**src/smp_pkg.sv**
```systemverilog
`default_nettype none
// ---------------------------------------------------------------------
// shared constants of the synchronised pwm timer
// ---------------------------------------------------------------------
package smp_pkg;

    // bus and array sizes
    localparam int DW      = 16;
    localparam int AW      = 8;
    localparam int NCH     = 6;
    localparam int NCMP    = 16;
    localparam int NIOC    = 8;
    localparam int PRE_W   = 6;

    // register word addresses
    localparam logic [7:0] RUN_ADDR  = 8'h00; // run_control_reg
    localparam logic [7:0] SYNC_ADDR = 8'h01; // sync_select_reg
    localparam logic [7:0] CCR_BASE  = 8'h02; // counter_clock_ctrl_reg 0..5
    localparam logic [7:0] MDR_BASE  = 8'h08; // operating_mode_reg 0..5
    localparam logic [7:0] IOC_BASE  = 8'h0e; // pin_output_ctrl_reg 0..7
    localparam logic [7:0] CNT_BASE  = 8'h16; // channel_counter 0..5
    localparam logic [7:0] CMP_BASE  = 8'h1c; // compare_capture_value 0..15
    localparam logic [7:0] PIN_ADDR  = 8'h2c; // pin level status
    localparam logic [7:0] END_ADDR  = 8'h2d; // first unmapped word

    // counter clock control fields
    localparam int CKS_LSB = 0;               // 2-bit prescale select
    localparam int CLR_LSB = 2;               // 2-bit clear source
    localparam logic [1:0] CLR_NONE = 2'h0;
    localparam logic [1:0] CLR_A    = 2'h1;
    localparam logic [1:0] CLR_B    = 2'h2;
    localparam logic [1:0] CLR_SYNC = 2'h3;

    // operating mode fields
    localparam int MODE_LSB = 0;              // 2-bit mode
    localparam int BUFA_BIT = 2;              // third register buffers first
    localparam int BUFB_BIT = 3;              // fourth register buffers second
    localparam logic [1:0] MODE_NORMAL = 2'h0;
    localparam logic [1:0] MODE_PWM2   = 2'h3;

    // pin output control: one 4-bit field per compare register
    localparam int IOF_W     = 4;
    localparam int IOF_INIT  = 0;             // level when stopped / cleared
    localparam int IOF_MATCH = 1;             // level on compare match
    localparam int IOF_CAP   = 2;             // input capture instead

    // reset values
    localparam logic [15:0] CNT_RST = 16'h0000;
    localparam logic [15:0] CMP_RST = 16'hffff;
    localparam logic [15:0] REG_RST = 16'h0000;

    // first compare index of a channel: 4,2,2,4,2,2 registers
    function automatic int cmp_base(input int ch);
        int b;
        b = 0;
        for (int c = 0; c < ch; c++) begin
            b = b + (((c == 0) || (c == 3)) ? 4 : 2);
        end
        return b;
    endfunction : cmp_base

    // channel that owns compare register i
    function automatic int cmp_chan(input int i);
        int ch;
        ch = 0;
        for (int c = 1; c < NCH; c++) begin
            if (i >= cmp_base(c)) begin
                ch = c;
            end
        end
        return ch;
    endfunction : cmp_chan

endpackage : smp_pkg
`default_nettype wire

```
**src/smp_timer.sv**
```systemverilog
`timescale 1ns/10ps
`default_nettype none
// Operation
// - run register starts or halts each of the six counters separately
// - stopped channel drives each non-capture, non-buffer pin with its selected initial level
// - in pwm mode 2 the initial level is taken when counter clears
// - buffering third/fourth register ignores its pin, reloads partner
// - six readable writable 16-bit counters, zeroed by reset or standby
// - counters are accessed as whole 16-bit words only
// - sixteen compare/capture registers, four on ch0 and ch3, two elsewhere
// - only ch0 and ch3 third and fourth registers may be buffers
// - compare/capture registers are accessed as whole 16-bit words only
// - eight pin output control registers, meaning depends on mode
// - sync register makes each counter independent or synchronised
// - pwm mode 2: one period register, others are duty registers
// - pwm mode 2: pin takes match level on its duty match
// - period match clear returns every pwm pin to initial level
// - duty equal to period leaves the pin unchanged on that match
// - six synchronised channels give up to fifteen pwm outputs
// - ch0 first compare match clears all synced counters, pwm mode 2 pins take their initial level
module smp_timer (
    input  wire logic                    clk_i,
    input  wire logic                    rst_i,
    input  wire logic [smp_pkg::AW-1:0]  addr_i,
    input  wire logic [smp_pkg::DW-1:0]  wdata_i,
    input  wire logic                    wr_stb_i,
    input  wire logic                    rd_stb_i,
    output var  logic [smp_pkg::DW-1:0]  rdata_o,
    input  wire logic                    standby_i,
    input  wire logic [smp_pkg::NCMP-1:0] tio_i,
    output var  logic [smp_pkg::NCMP-1:0] tio_o,
    output var  logic [smp_pkg::NCMP-1:0] tio_oe_o
);

    // -----------------------------------------------------------------
    // storage
    // -----------------------------------------------------------------
    logic [smp_pkg::NCH-1:0]   run;
    logic [smp_pkg::NCH-1:0]   sync;
    logic [3:0]                ccr   [smp_pkg::NCH];
    logic [3:0]                mdr   [smp_pkg::NCH];
    logic [15:0]               ioc   [smp_pkg::NIOC];
    logic [15:0]               cnt   [smp_pkg::NCH];
    logic [15:0]               cmp   [smp_pkg::NCMP];
    logic [smp_pkg::PRE_W-1:0] pre;
    logic [smp_pkg::NCMP-1:0]  tio_q;

    // per channel event wires
    logic [smp_pkg::NCH-1:0]   tick;
    logic [smp_pkg::NCH-1:0]   pwm;
    logic [smp_pkg::NCH-1:0]   own_clr;
    logic [smp_pkg::NCH-1:0]   clr;
    logic [smp_pkg::NCH-1:0]   own_per;
    logic [15:0]               per_val [smp_pkg::NCH];
    logic                      clr_sync;
    logic                      wr_sync;
    logic [smp_pkg::DW-1:0]    next_rdata;
    logic [7:0]                off_ccr;
    logic [7:0]                off_mdr;
    logic [7:0]                off_ioc;
    logic [7:0]                off_cnt;
    logic [7:0]                off_cmp;

    // -----------------------------------------------------------------
    // run and sync control registers
    // -----------------------------------------------------------------
    // run bits, one per counter
    always_ff @(posedge clk_i) begin
        if (rst_i) begin
            run <= '0;
        end else if (wr_stb_i && addr_i == smp_pkg::RUN_ADDR) begin
            run <= wdata_i[smp_pkg::NCH-1:0];
        end
    end

    // synchronous operation select
    always_ff @(posedge clk_i) begin
        if (rst_i) begin
            sync <= '0;
        end else if (wr_stb_i && addr_i == smp_pkg::SYNC_ADDR) begin
            sync <= wdata_i[smp_pkg::NCH-1:0];
        end
    end

    // free running prescaler for the counter clock selects
    always_ff @(posedge clk_i) begin
        if (rst_i) begin
            pre <= '0;
        end else begin
            pre <= pre + 6'h01;
        end
    end

    // previous pin input level for capture edge detection
    always_ff @(posedge clk_i) begin
        if (rst_i) begin
            tio_q <= '0;
        end else begin
            tio_q <= tio_i;
        end
    end

    // one sync-clear source: any synced channel that clears itself
    assign clr_sync = |(own_clr & sync);

    // a counter write to any synced channel reaches all synced ones
    assign off_cnt = addr_i - smp_pkg::CNT_BASE;
    assign wr_sync = wr_stb_i && addr_i >= smp_pkg::CNT_BASE
                     && addr_i < smp_pkg::CMP_BASE
                     && sync[off_cnt[2:0]];

    // -----------------------------------------------------------------
    // channel counters
    // -----------------------------------------------------------------
    for (genvar k = 0; k < smp_pkg::NCH; k++) begin : g_ch
        localparam int B = smp_pkg::cmp_base(k);
        logic [1:0] cks;
        logic [1:0] csrc;
        logic       wr_hit;

        assign cks  = ccr[k][smp_pkg::CKS_LSB +: 2];
        assign csrc = ccr[k][smp_pkg::CLR_LSB +: 2];
        assign pwm[k] = mdr[k][smp_pkg::MODE_LSB +: 2]
                        == smp_pkg::MODE_PWM2;

        // counter tick from the selected prescale tap
        always_comb begin
            unique case (cks)
                2'h0: tick[k] = 1'b1;
                2'h1: tick[k] = pre[1:0] == 2'h0;
                2'h2: tick[k] = pre[3:0] == 4'h0;
                2'h3: tick[k] = pre[5:0] == 6'h00;
            endcase
        end

        // period register is the one picked as clear source
        assign per_val[k] = (csrc == smp_pkg::CLR_B) ? cmp[B + 1] : cmp[B];
        // only a channel that clears itself owns a period register;
        // a synced duty equal to the far period meets the clear instead
        assign own_per[k] = csrc == smp_pkg::CLR_A
                            || csrc == smp_pkg::CLR_B;

        // clear on match with the period register, checked on a tick
        assign own_clr[k] = run[k] && tick[k]
            && ((csrc == smp_pkg::CLR_A && cnt[k] == cmp[B])
             || (csrc == smp_pkg::CLR_B && cnt[k] == cmp[B + 1]));
        assign clr[k] = own_clr[k] || (sync[k] && clr_sync);

        assign wr_hit = wr_stb_i && (addr_i == smp_pkg::CNT_BASE + 8'(k)
                        || (sync[k] && wr_sync));

        // clock control register
        always_ff @(posedge clk_i) begin
            if (rst_i) begin
                ccr[k] <= '0;
            end else if (wr_stb_i && addr_i == smp_pkg::CCR_BASE + 8'(k)) begin
                ccr[k] <= wdata_i[3:0];
            end
        end

        // operating mode register; buffer bits only on ch0 and ch3
        always_ff @(posedge clk_i) begin
            if (rst_i) begin
                mdr[k] <= '0;
            end else if (wr_stb_i && addr_i == smp_pkg::MDR_BASE + 8'(k)) begin
                mdr[k] <= (k == 0 || k == 3) ? wdata_i[3:0]
                          : {2'h0, wdata_i[1:0]};
            end
        end

        // counter: standby, word write, clear, then count
        always_ff @(posedge clk_i) begin
            if (rst_i || standby_i) begin
                cnt[k] <= smp_pkg::CNT_RST;
            end else if (wr_hit) begin
                cnt[k] <= wdata_i;
            end else if (clr[k]) begin
                cnt[k] <= smp_pkg::CNT_RST;
            end else if (run[k] && tick[k]) begin
                cnt[k] <= cnt[k] + 16'h0001;
            end
        end
    end

    // -----------------------------------------------------------------
    // pin output control registers
    // -----------------------------------------------------------------
    for (genvar r = 0; r < smp_pkg::NIOC; r++) begin : g_ioc
        // two compare fields per register
        always_ff @(posedge clk_i) begin
            if (rst_i) begin
                ioc[r] <= smp_pkg::REG_RST;
            end else if (wr_stb_i && addr_i == smp_pkg::IOC_BASE + 8'(r)) begin
                ioc[r] <= wdata_i;
            end
        end
    end

    // -----------------------------------------------------------------
    // compare/capture registers and their pins
    // -----------------------------------------------------------------
    for (genvar i = 0; i < smp_pkg::NCMP; i++) begin : g_cmp
        localparam int CH  = smp_pkg::cmp_chan(i);
        localparam int SL  = i - smp_pkg::cmp_base(CH);
        localparam bit HB  = (CH == 0) || (CH == 3);
        localparam bit LOW = HB && (SL < 2);
        localparam bit HIG = HB && (SL >= 2);
        logic [3:0] fld;
        logic       cap;
        logic       bufd;
        logic       xfer;
        logic       match;
        logic       is_per;
        logic [1:0] csrc;

        assign fld  = ioc[i / 2][smp_pkg::IOF_W * (i % 2) +: 4];
        assign cap  = fld[smp_pkg::IOF_CAP];
        assign csrc = ccr[CH][smp_pkg::CLR_LSB +: 2];
        // this register acts as buffer for the one two below it
        assign bufd = HIG && mdr[CH][smp_pkg::BUFA_BIT + (SL % 2)];
        // partner buffer reloads this register on each clear
        assign xfer = LOW && clr[CH]
                      && mdr[CH][smp_pkg::BUFA_BIT + (SL % 2)];
        assign match = run[CH] && tick[CH] && cnt[CH] == cmp[i];
        assign is_per = pwm[CH]
            && ((csrc == smp_pkg::CLR_A && SL == 0)
             || (csrc == smp_pkg::CLR_B && SL == 1));

        // value: capture or buffer reload take over a bus write
        always_ff @(posedge clk_i) begin
            if (rst_i) begin
                cmp[i] <= smp_pkg::CMP_RST;
            end else if (cap && tio_i[i] && !tio_q[i]) begin
                cmp[i] <= cnt[CH];
            end else if (xfer) begin
                cmp[i] <= cmp[(i + 2) % smp_pkg::NCMP];
            end else if (wr_stb_i
                         && addr_i == smp_pkg::CMP_BASE + 8'(i)) begin
                cmp[i] <= wdata_i;
            end
        end

        // pin level
        always_ff @(posedge clk_i) begin
            if (rst_i) begin
                tio_o[i] <= 1'b0;
            end else if (cap || bufd) begin
                tio_o[i] <= 1'b0;
            end else if (!run[CH]) begin
                tio_o[i] <= fld[smp_pkg::IOF_INIT];
            end else if (pwm[CH]) begin
                if (clr[CH] || is_per) begin
                    tio_o[i] <= fld[smp_pkg::IOF_INIT];
                end else if (match && !(own_per[CH]
                             && cmp[i] == per_val[CH])) begin
                    tio_o[i] <= fld[smp_pkg::IOF_MATCH];
                end
            end else if (match) begin
                tio_o[i] <= fld[smp_pkg::IOF_MATCH];
            end
        end

        // pin drive enable: off for capture and for buffers
        always_ff @(posedge clk_i) begin
            if (rst_i) begin
                tio_oe_o[i] <= 1'b0;
            end else begin
                tio_oe_o[i] <= !(cap || bufd);
            end
        end
    end

    // -----------------------------------------------------------------
    // register read
    // -----------------------------------------------------------------
    assign off_ccr = addr_i - smp_pkg::CCR_BASE;
    assign off_mdr = addr_i - smp_pkg::MDR_BASE;
    assign off_ioc = addr_i - smp_pkg::IOC_BASE;
    assign off_cmp = addr_i - smp_pkg::CMP_BASE;

    // read multiplexer, unmapped words read zero
    always_comb begin
        next_rdata = '0;
        if (addr_i == smp_pkg::RUN_ADDR) begin
            next_rdata = {10'h000, run};
        end else if (addr_i == smp_pkg::SYNC_ADDR) begin
            next_rdata = {10'h000, sync};
        end else if (addr_i < smp_pkg::MDR_BASE) begin
            next_rdata = {12'h000, ccr[off_ccr[2:0]]};
        end else if (addr_i < smp_pkg::IOC_BASE) begin
            next_rdata = {12'h000, mdr[off_mdr[2:0]]};
        end else if (addr_i < smp_pkg::CNT_BASE) begin
            next_rdata = ioc[off_ioc[2:0]];
        end else if (addr_i < smp_pkg::CMP_BASE) begin
            next_rdata = cnt[off_cnt[2:0]];
        end else if (addr_i < smp_pkg::PIN_ADDR) begin
            next_rdata = cmp[off_cmp[3:0]];
        end else if (addr_i < smp_pkg::END_ADDR) begin
            next_rdata = tio_o;
        end
    end

    // read data stand one cycle after the strobe only
    always_ff @(posedge clk_i) begin
        if (rst_i) begin
            rdata_o <= '0;
        end else begin
            rdata_o <= rd_stb_i ? next_rdata : '0;
        end
    end

    // ch0 second compare hit on a tick
    logic match1;
    assign match1 = tick[0] && cnt[0] == cmp[1];
endmodule : smp_timer
`default_nettype wire

```
**config.mk**
```make
export PLATFORM = sky130hd
export DESIGN_NAME = smp_timer
export DESIGN_NICKNAME = d
export VERILOG_FILES = /design/src/smp_pkg.sv /design/src/smp_timer.sv
export SDC_FILE = /design/constraint.sdc
export NUM_CORES = 2
export LEC_CHECK = 0
export ABC_CLOCK_PERIOD_IN_PS = 3800
export BUFFER_PORTS_ARGS = -buffer_cell sky130_fd_sc_hd__buf_2
export CORE_MARGIN = 2
export CORE_UTILIZATION = 45
export DETAILED_ROUTE_END_ITERATION = 7
export HOLD_SLACK_MARGIN = 0.05
export PLACE_DENSITY_LB_ADDON = 0.3
export SYNTH_ARGS = -nofsm -noshare
export SYNTH_HDL_FRONTEND = slang
export SYNTH_SLANG_ARGS = --single-unit
```
**constraint.sdc**
```tcl
create_clock -name clk_i -period 3.8 [get_ports clk_i]
set_clock_uncertainty 0.2 [all_clocks]
set_input_delay 0.38 -clock clk_i [delete_from_list [all_inputs] [get_ports clk_i]]
set_output_delay 0.38 -clock clk_i [all_outputs]
set_load 0.1 [all_outputs]
```
## Yosys cells after proc, flatten, opt, wreduce, memory -nomap -nowiden

Memories as Yosys holds them, arrays and structs flattened.
Cells that the tools add are included.

- Bitwise operators: 76
- Equality and inequality tests: 143
- Reductions and logical operators: 313
- Add/sub/neg operators: 12
- Multiplexer cells: 444
- Order comparisons: 8

Operator list:

| cell | count |
|---|---|
| $mux 16 | 72 |
| $eq 16x16->1 | 32 |
| $mux 1 | 349 |
| $logic_and 1x1->1 | 179 |
| $eq 8x5->1 const B | 16 |
| $add 16x1->16 const B | 6 |
| $eq 8x6->1 const B | 12 |
| $or 1x1->1 | 74 |
| $eq 8x4->1 const B | 8 |
| $ne 4x2->1 const B | 16 |
| $eq 2x2->1 const B | 24 |
| $logic_not 1->1 | 48 |
| $mux 4 | 12 |
| $ne 3x1->1 const B | 16 |
| $logic_or 1x1->1 | 41 |
| $reduce_or 2->1 | 17 |
| $eq 8x3->1 const B | 4 |
| $reduce_and 2->1 | 16 |
| $eq 2x1->1 const B | 12 |
| $mux 6 | 4 |
| $pmux 1 s4 | 6 |
| $eq 8x2->1 const B | 2 |
| $lt 8x4->1 const B | 2 |
| $lt 8x5->1 const B | 2 |
| other kinds (17) | 26 |

- Bits of input ports: 45
- Output and inout bits: 48
- Bits in registers: 82
- Word-level logic and storage cells: 1,039
- RAM bits: 528
- Memories kept: 5

Memory list:

| name | depth | bits a word | rd ports | clocked after Yosys merged registers in | write ports | RTL line | text |
|---|---|---|---|---|---|---|---|
| cmp | 16 | 16 | 17 | 0 | 16 | smp_timer.sv:44 | `logic [15:0] cmp [smp_pkg::NCMP];` |
| ioc | 8 | 16 | 9 | 0 | 8 | smp_timer.sv:42 | `logic [15:0] ioc [smp_pkg::NIOC];` |
| cnt | 6 | 16 | 7 | 0 | 6 | smp_timer.sv:43 | `logic [15:0] cnt [smp_pkg::NCH];` |
| ccr | 6 | 4 | 7 | 0 | 6 | smp_timer.sv:40 | `logic [3:0] ccr [smp_pkg::NCH];` |
| mdr | 6 | 4 | 7 | 0 | 6 | smp_timer.sv:41 | `logic [3:0] mdr [smp_pkg::NCH];` |

## Depth between registers and ports, before layout

An unclocked memory read counts as a cell.

- Depth in word-level cells: 16
- Depth in mapped cells: 16
- Depth with buffers taken out: 11

## Least setup slack after synthesis

OpenSTA, ideal clock, no wires.

- Kind: reg-to-reg
- Start: register pre[0] (netlist name)
- End: memory cmp[0][0] (enable)
- Buffers on the path: 2
- Clock period less this slack: 3.695 ns
- Stages on the path, launching flop included: 13
- Path slack: 0.105 ns
- Library setup time: 0.376 ns
- Data required time: 3.224 ns
- Data arrival time: 3.120 ns
- Cell sequence: dfxtp_1 inv_1 ha_1 or3b_1 buf_2 a2111oi_4 and2_1 a32o_4 nand2_4 a41oi_4 o21ai_4 buf_6 nand3b_1

RTL lines:

| what | RTL line | text |
|---|---|---|
| start, declared | smp_timer.sv:45 | `logic [smp_pkg::PRE_W-1:0] pre;` |
| start signal, assigned | smp_timer.sv:90 | `pre <= pre + 6'h01;` |
| end, declared | smp_timer.sv:44 |  |

## Worst setup path after layout

- Start: register pre[0] (netlist name)
- End: register tio_o[2] (netlist name)

- Longest elaborated chain between the ends: 11
- Elaborated cells between the ends (all ways): 33
- Classes of those cells: 2 x eq/ne; 9 x mux; 1 x bitwise; 21 x reduce/logical

RTL lines:

| what | RTL line | text |
|---|---|---|
| $logic_not 6->1 (tied with other cells) | smp_timer.sv:132 | `2'h3: tick[k] = pre[5:0] == 6'h00;` |
| $pmux 1 s4 | smp_timer.sv:128 | `unique case (cks)` |
| $logic_and 1x1->1, on equally long branches | smp_timer.sv:144, smp_timer.sv:224 |  |
| $logic_and 1x1->1 | smp_timer.sv:145 | `&& ((csrc == smp_pkg::CLR_A && cnt[k] == cmp[B])` |
| $and 6x6->6 | smp_timer.sv:104 | `assign clr_sync = \|(own_clr & sync);` |
| $reduce_or 6->1 | smp_timer.sv:104 |  |
| $logic_and 1x1->1 | smp_timer.sv:147 | `assign clr[k] = own_clr[k] \|\| (sync[k] && clr_sync);` |
| $logic_or 1x1->1 | smp_timer.sv:147 |  |
| $mux 1 | smp_timer.sv:252 | `if (clr[CH] \|\| is_per) begin` |
| $mux 1 | smp_timer.sv:251 | `end else if (pwm[CH]) begin` |
| $mux 1 | smp_timer.sv:249 | `end else if (!run[CH]) begin` |
| end signal, assigned by index | smp_timer.sv:250 | `tio_o[i] <= fld[smp_pkg::IOF_INIT];` |
| end signal, assigned by index | smp_timer.sv:253 | `tio_o[i] <= fld[smp_pkg::IOF_INIT];` |
| end signal, assigned by index | smp_timer.sv:256 | `tio_o[i] <= fld[smp_pkg::IOF_MATCH];` |
| end, declared | smp_timer.sv:31 | `output var logic [smp_pkg::NCMP-1:0] tio_o,` |

Parallel ways exist; a longest one is shown, timed or not.
A chain may end at the register's enable or synchronous reset.

==> summary.md <==
| Metric | Value |
|---|---|
| Run status | finished clean |
| First-pass detailed-route iteration total | 6 |
| Overall routing resource usage | 34.6% |
| Critical path, cell by cell | inv_2 -> ha_4 -> or3b_4 -> buf_4 -> buf_4 -> a2111oi_4 -> buf_4 -> a32o_4 -> buf_4 -> a21boi_1 -> and2_2 -> or3_1 -> and3_1 -> o21a_1 |
| I/O pins | 93 |
| Multi-input gate area | between 15000 and 20000 um^2 |
| Post-route ant nets | 0 |
| Clock sink total | 602 |
| Synth top area share | approximately two fifths |
| Setup ws final | around 48 ps |
| Worst Tran Pin Value | 1240 ps |
| Max cap viols | 0 |
| Avg Cell Area, Syn | 11.2 um^2 |
| Initial antenna violation count | 12 |
| Mux contribution to synthesized area | 11.0% |
| Final setup vio count | 0 |
| Crit path DAT | 4090 ps |
| Final Cycle Share | a little over nine tenths |
| Synth cell types | 80 |
| TritonCTS Buffers | between 70 and 80 |
| Switch Pwr | 0.00479 W |
| Post-synth EDFFs | 520 |
| Place WS | -211 ps |
| Syn_nets | roughly 3400 |
| Tmin final | 3750 ps |
| Synth Area in Compound Gates | 12.7% |
| Slew Limit Fails | 0 |
| Die X-Extent | 293 um |
| Longest Clk Path Bufs | 3 |
| Synth Area in Adders | 0.867% |
| Post-synthesis sequential area ratio | a little under half |
| Xor and xnor area share after synthesis | between 10% and 20% |
| Mapped Area | 37500 um^2 |
| Die area | between 80000 and 90000 um^2 |
| Crit path kind | reg -> reg |
| Maximum clock frequency | 0.266 GHz |
| Root buffer cell | clkbuf_16 |
| Starting Density | 45.6% |
| Iter 0 DRT Violations | 4685 |
| Core Region | 82200 um^2 |
| Post-synth top area cell | edfxtp_1 |
| CP most frequent cell | buf_4 |
| Most frequent cell after synthesis | edfxtp_1 |
| CP endpoint kind | flop |
| Cells after synthesis | 3343 |
| Comb power frac | 13.4% |
| Post-synth top cells | edfxtp_1 (520), xnor2_1 (289), clkbuf_1 (232) |
| Grt ovf | 0 |
| Synth warn | 0 |
| Synth Area in Simple Gates | 13.9% |
| Layout area overhead | 16.7% |
| I/O Buffers | just over 90 |
| Worst relative slew slack | 17.4% |
| Clk pwr share | 41.0% |
| Async S/R FF share, synth | 0% |
| GPL Wtd Cong | between 1 and 1.5 |
| Switching Fraction | roughly 28% |
| Worst hold path class | in -> reg |
| Pint | around 0.012 W |
| Number of remaining DRC errors | 0 |
| Rows | 105 |
| H-tree Lvls | 3 |
| WL/cell | 31.9 um |
| Largest net degree at the start of global routing | between 50 and 60 |
| PD cells | 391 nW/um^2 |
| Vias in the first global route | around 29000 |
| First-pass GRT wire length | 213000 um |
| Startpoint types | flop |
| Worst vdd rail ir drop | 327 uV |
| Final hold violations | 0 |
| Largest family of logic cells by synthesized area | simple AND/OR/NAND/NOR gates |
| Dpl hpwl | 111000 um |
| Via count | ~31000 |
| FILL cells | 7168 |
| DR vias/cell | 6.54 |
| RSZ-0062 raised after global routing | yes |
| CP max stage cell | or3_1 |
| Worst path required time | 4140 ps |
| Die H | 293 um |
| Synth Flop Type | edfxtp_1 |
| Flops & latches, synth | 602 |
| Share of cells above drive strength 1 | 21.1% |
| Critical path peak fanout | 5 |
| R2r setup slk | 50 ps |
| Synth area leaders | edfxtp_1 (42%), mux4_2 (8.1%), xnor2_1 (6.7%), o22a_1 (5.3%), xor2_1 (4.8%) |
| Crit path largest cell delay | 460 ps |
| Final net count | ~3600 |
| Lkg Pwr | 14.9 nW |
| Clock transition at path regs | around 60 ps |
| CTS tree | yes |
| Fin Setup TNS | 0 ps |
| Post-layout util | 53.2% |
| Drt total wl | 150000 um |
| Flop pwr share | 45.6% |
| Register area | 17300 um^2 |
| Clock Latency Late Sink | 650 ps |
## flip-flops by register name, indices dropped and copies added, names as in the netlist
register,flops
ioc,128
tio_q,16
cmp,256
tio_o,16
pre,6
rdata_o,16
sync,6
ccr,24
run,6
mdr,16
tio_oe_o,16
cnt,96
## cell families (layout without fill, tap and decap cells)
| family | count (synthesis) | after routing |
|---|---|---|
| AND/OR/NAND/NOR | 996 | 996 |
| other | 0 | 2 |
| buffers and inverters | 381 | 661 |
| multiplexers | 240 | 240 |
| adder cells (fa/ha/maj) | 26 | 26 |
| AO/OA/AOI/OAI | 605 | 605 |
| XOR/XNOR | 493 | 493 |
| flip-flops | 602 | 602 |
## placed cells by master, fill, tap and decap left out, types with 55 or more instances in the layout
cell type and instances:
xor2_1 204, dfxtp_1 81, mux2i_1 91, nor4_1 78
xnor2_1 289, edfxtp_1 520, buf_4 336, buf_2 90
nand3_1 71, and3_1 77, mux4_2 135, nand2_1 189
nor3_1 55, o22a_1 225, o21ai_0 82, nand4_1 73
nor2_1 181, clkbuf_16 75, and2_1 132
## power groups by stage
stage | clock network [W] | registers (W) | logic [W]
floorplan | 0 | 0.00790 | 0.00126
CTS | 0.00705 | 0.00779 | 0.00224
global route | 0.00729 | 0.00782 | 0.00238
detailed placement | 0 | 0.00793 | 0.00221
global placement | 0 | 0.00792 | 0.00221
finish | 0.00701 | 0.00781 | 0.00230
## final timing paths
check | start | endpoint | depth (start not counted)
worst max-delay path | pre[0] | tio_o[2] | 14
worst max register to register | pre[0] | tio_o[2] | 14
worst min-delay path | rd_stb_i | rdata_o[5] | 3
worst min register to register | pre[0] | pre[0] | 1
## worst max-delay path: cells and delay by family (launching register included)
family	cells	cell delay, ps
buffers and inverters	5	670
DFF	1	340
adders and majority gates	1	150
and+or+nand+nor	4	1380
AOI/OAI and AO/OA	4	900
## per-stage QoR
| step | cells | total power, W | hold WS (ps) | instance area (um^2) |
|---|---|---|---|---|
| 2_1_floorplan | 3343 | 0.00915 | 226 | 37500 |
| 3_3_place_gp | 4538 | 0.0101 | 244 | 41000 |
| 3_5_place_dp | 4538 | 0.0101 | 258 | 41000 |
| 4_1_cts | 4687 | 0.0171 | 85.3 | 43600 |
| 5_1_grt | 4693 | 0.0175 | 103 | 43700 |
| 6_report | 4695 | 0.0171 | 103 | 43800 |
## metal layers
metal / wire length (um) / share of wire [%] / GRT usage (%)
met5: 28 / 0.019 / 0
met4: 7640 / 5.1 / 15.2
met3: 17300 / 12 / 6.96
met2: 65100 / 44 / 52.1
met1: 59500 / 40 / 48.3
## layout make-up
type / count / share of cell area [%]
antenna: 2 / 0.0114
clock buffer: 97 / 4.64
inverter: 54 / 0.463
tap: 1070 / 3.06
multi-input combinational: 2360 / 43.1
clock inverter: 32 / 0.804
sequential: 602 / 39.4
timing repair buffer: 478 / 8.53
## repair_timing
action,4_1_cts,5_1_grt
hold endpoints to repair,23,0
gates cloned,0,1
hold buffers,19,0
pin swaps,2,11
buffers inserted,1,5
endpoints found under the setup margin,232,258
gates resized for setup,9,35
(Power assumes the default switching activity.)
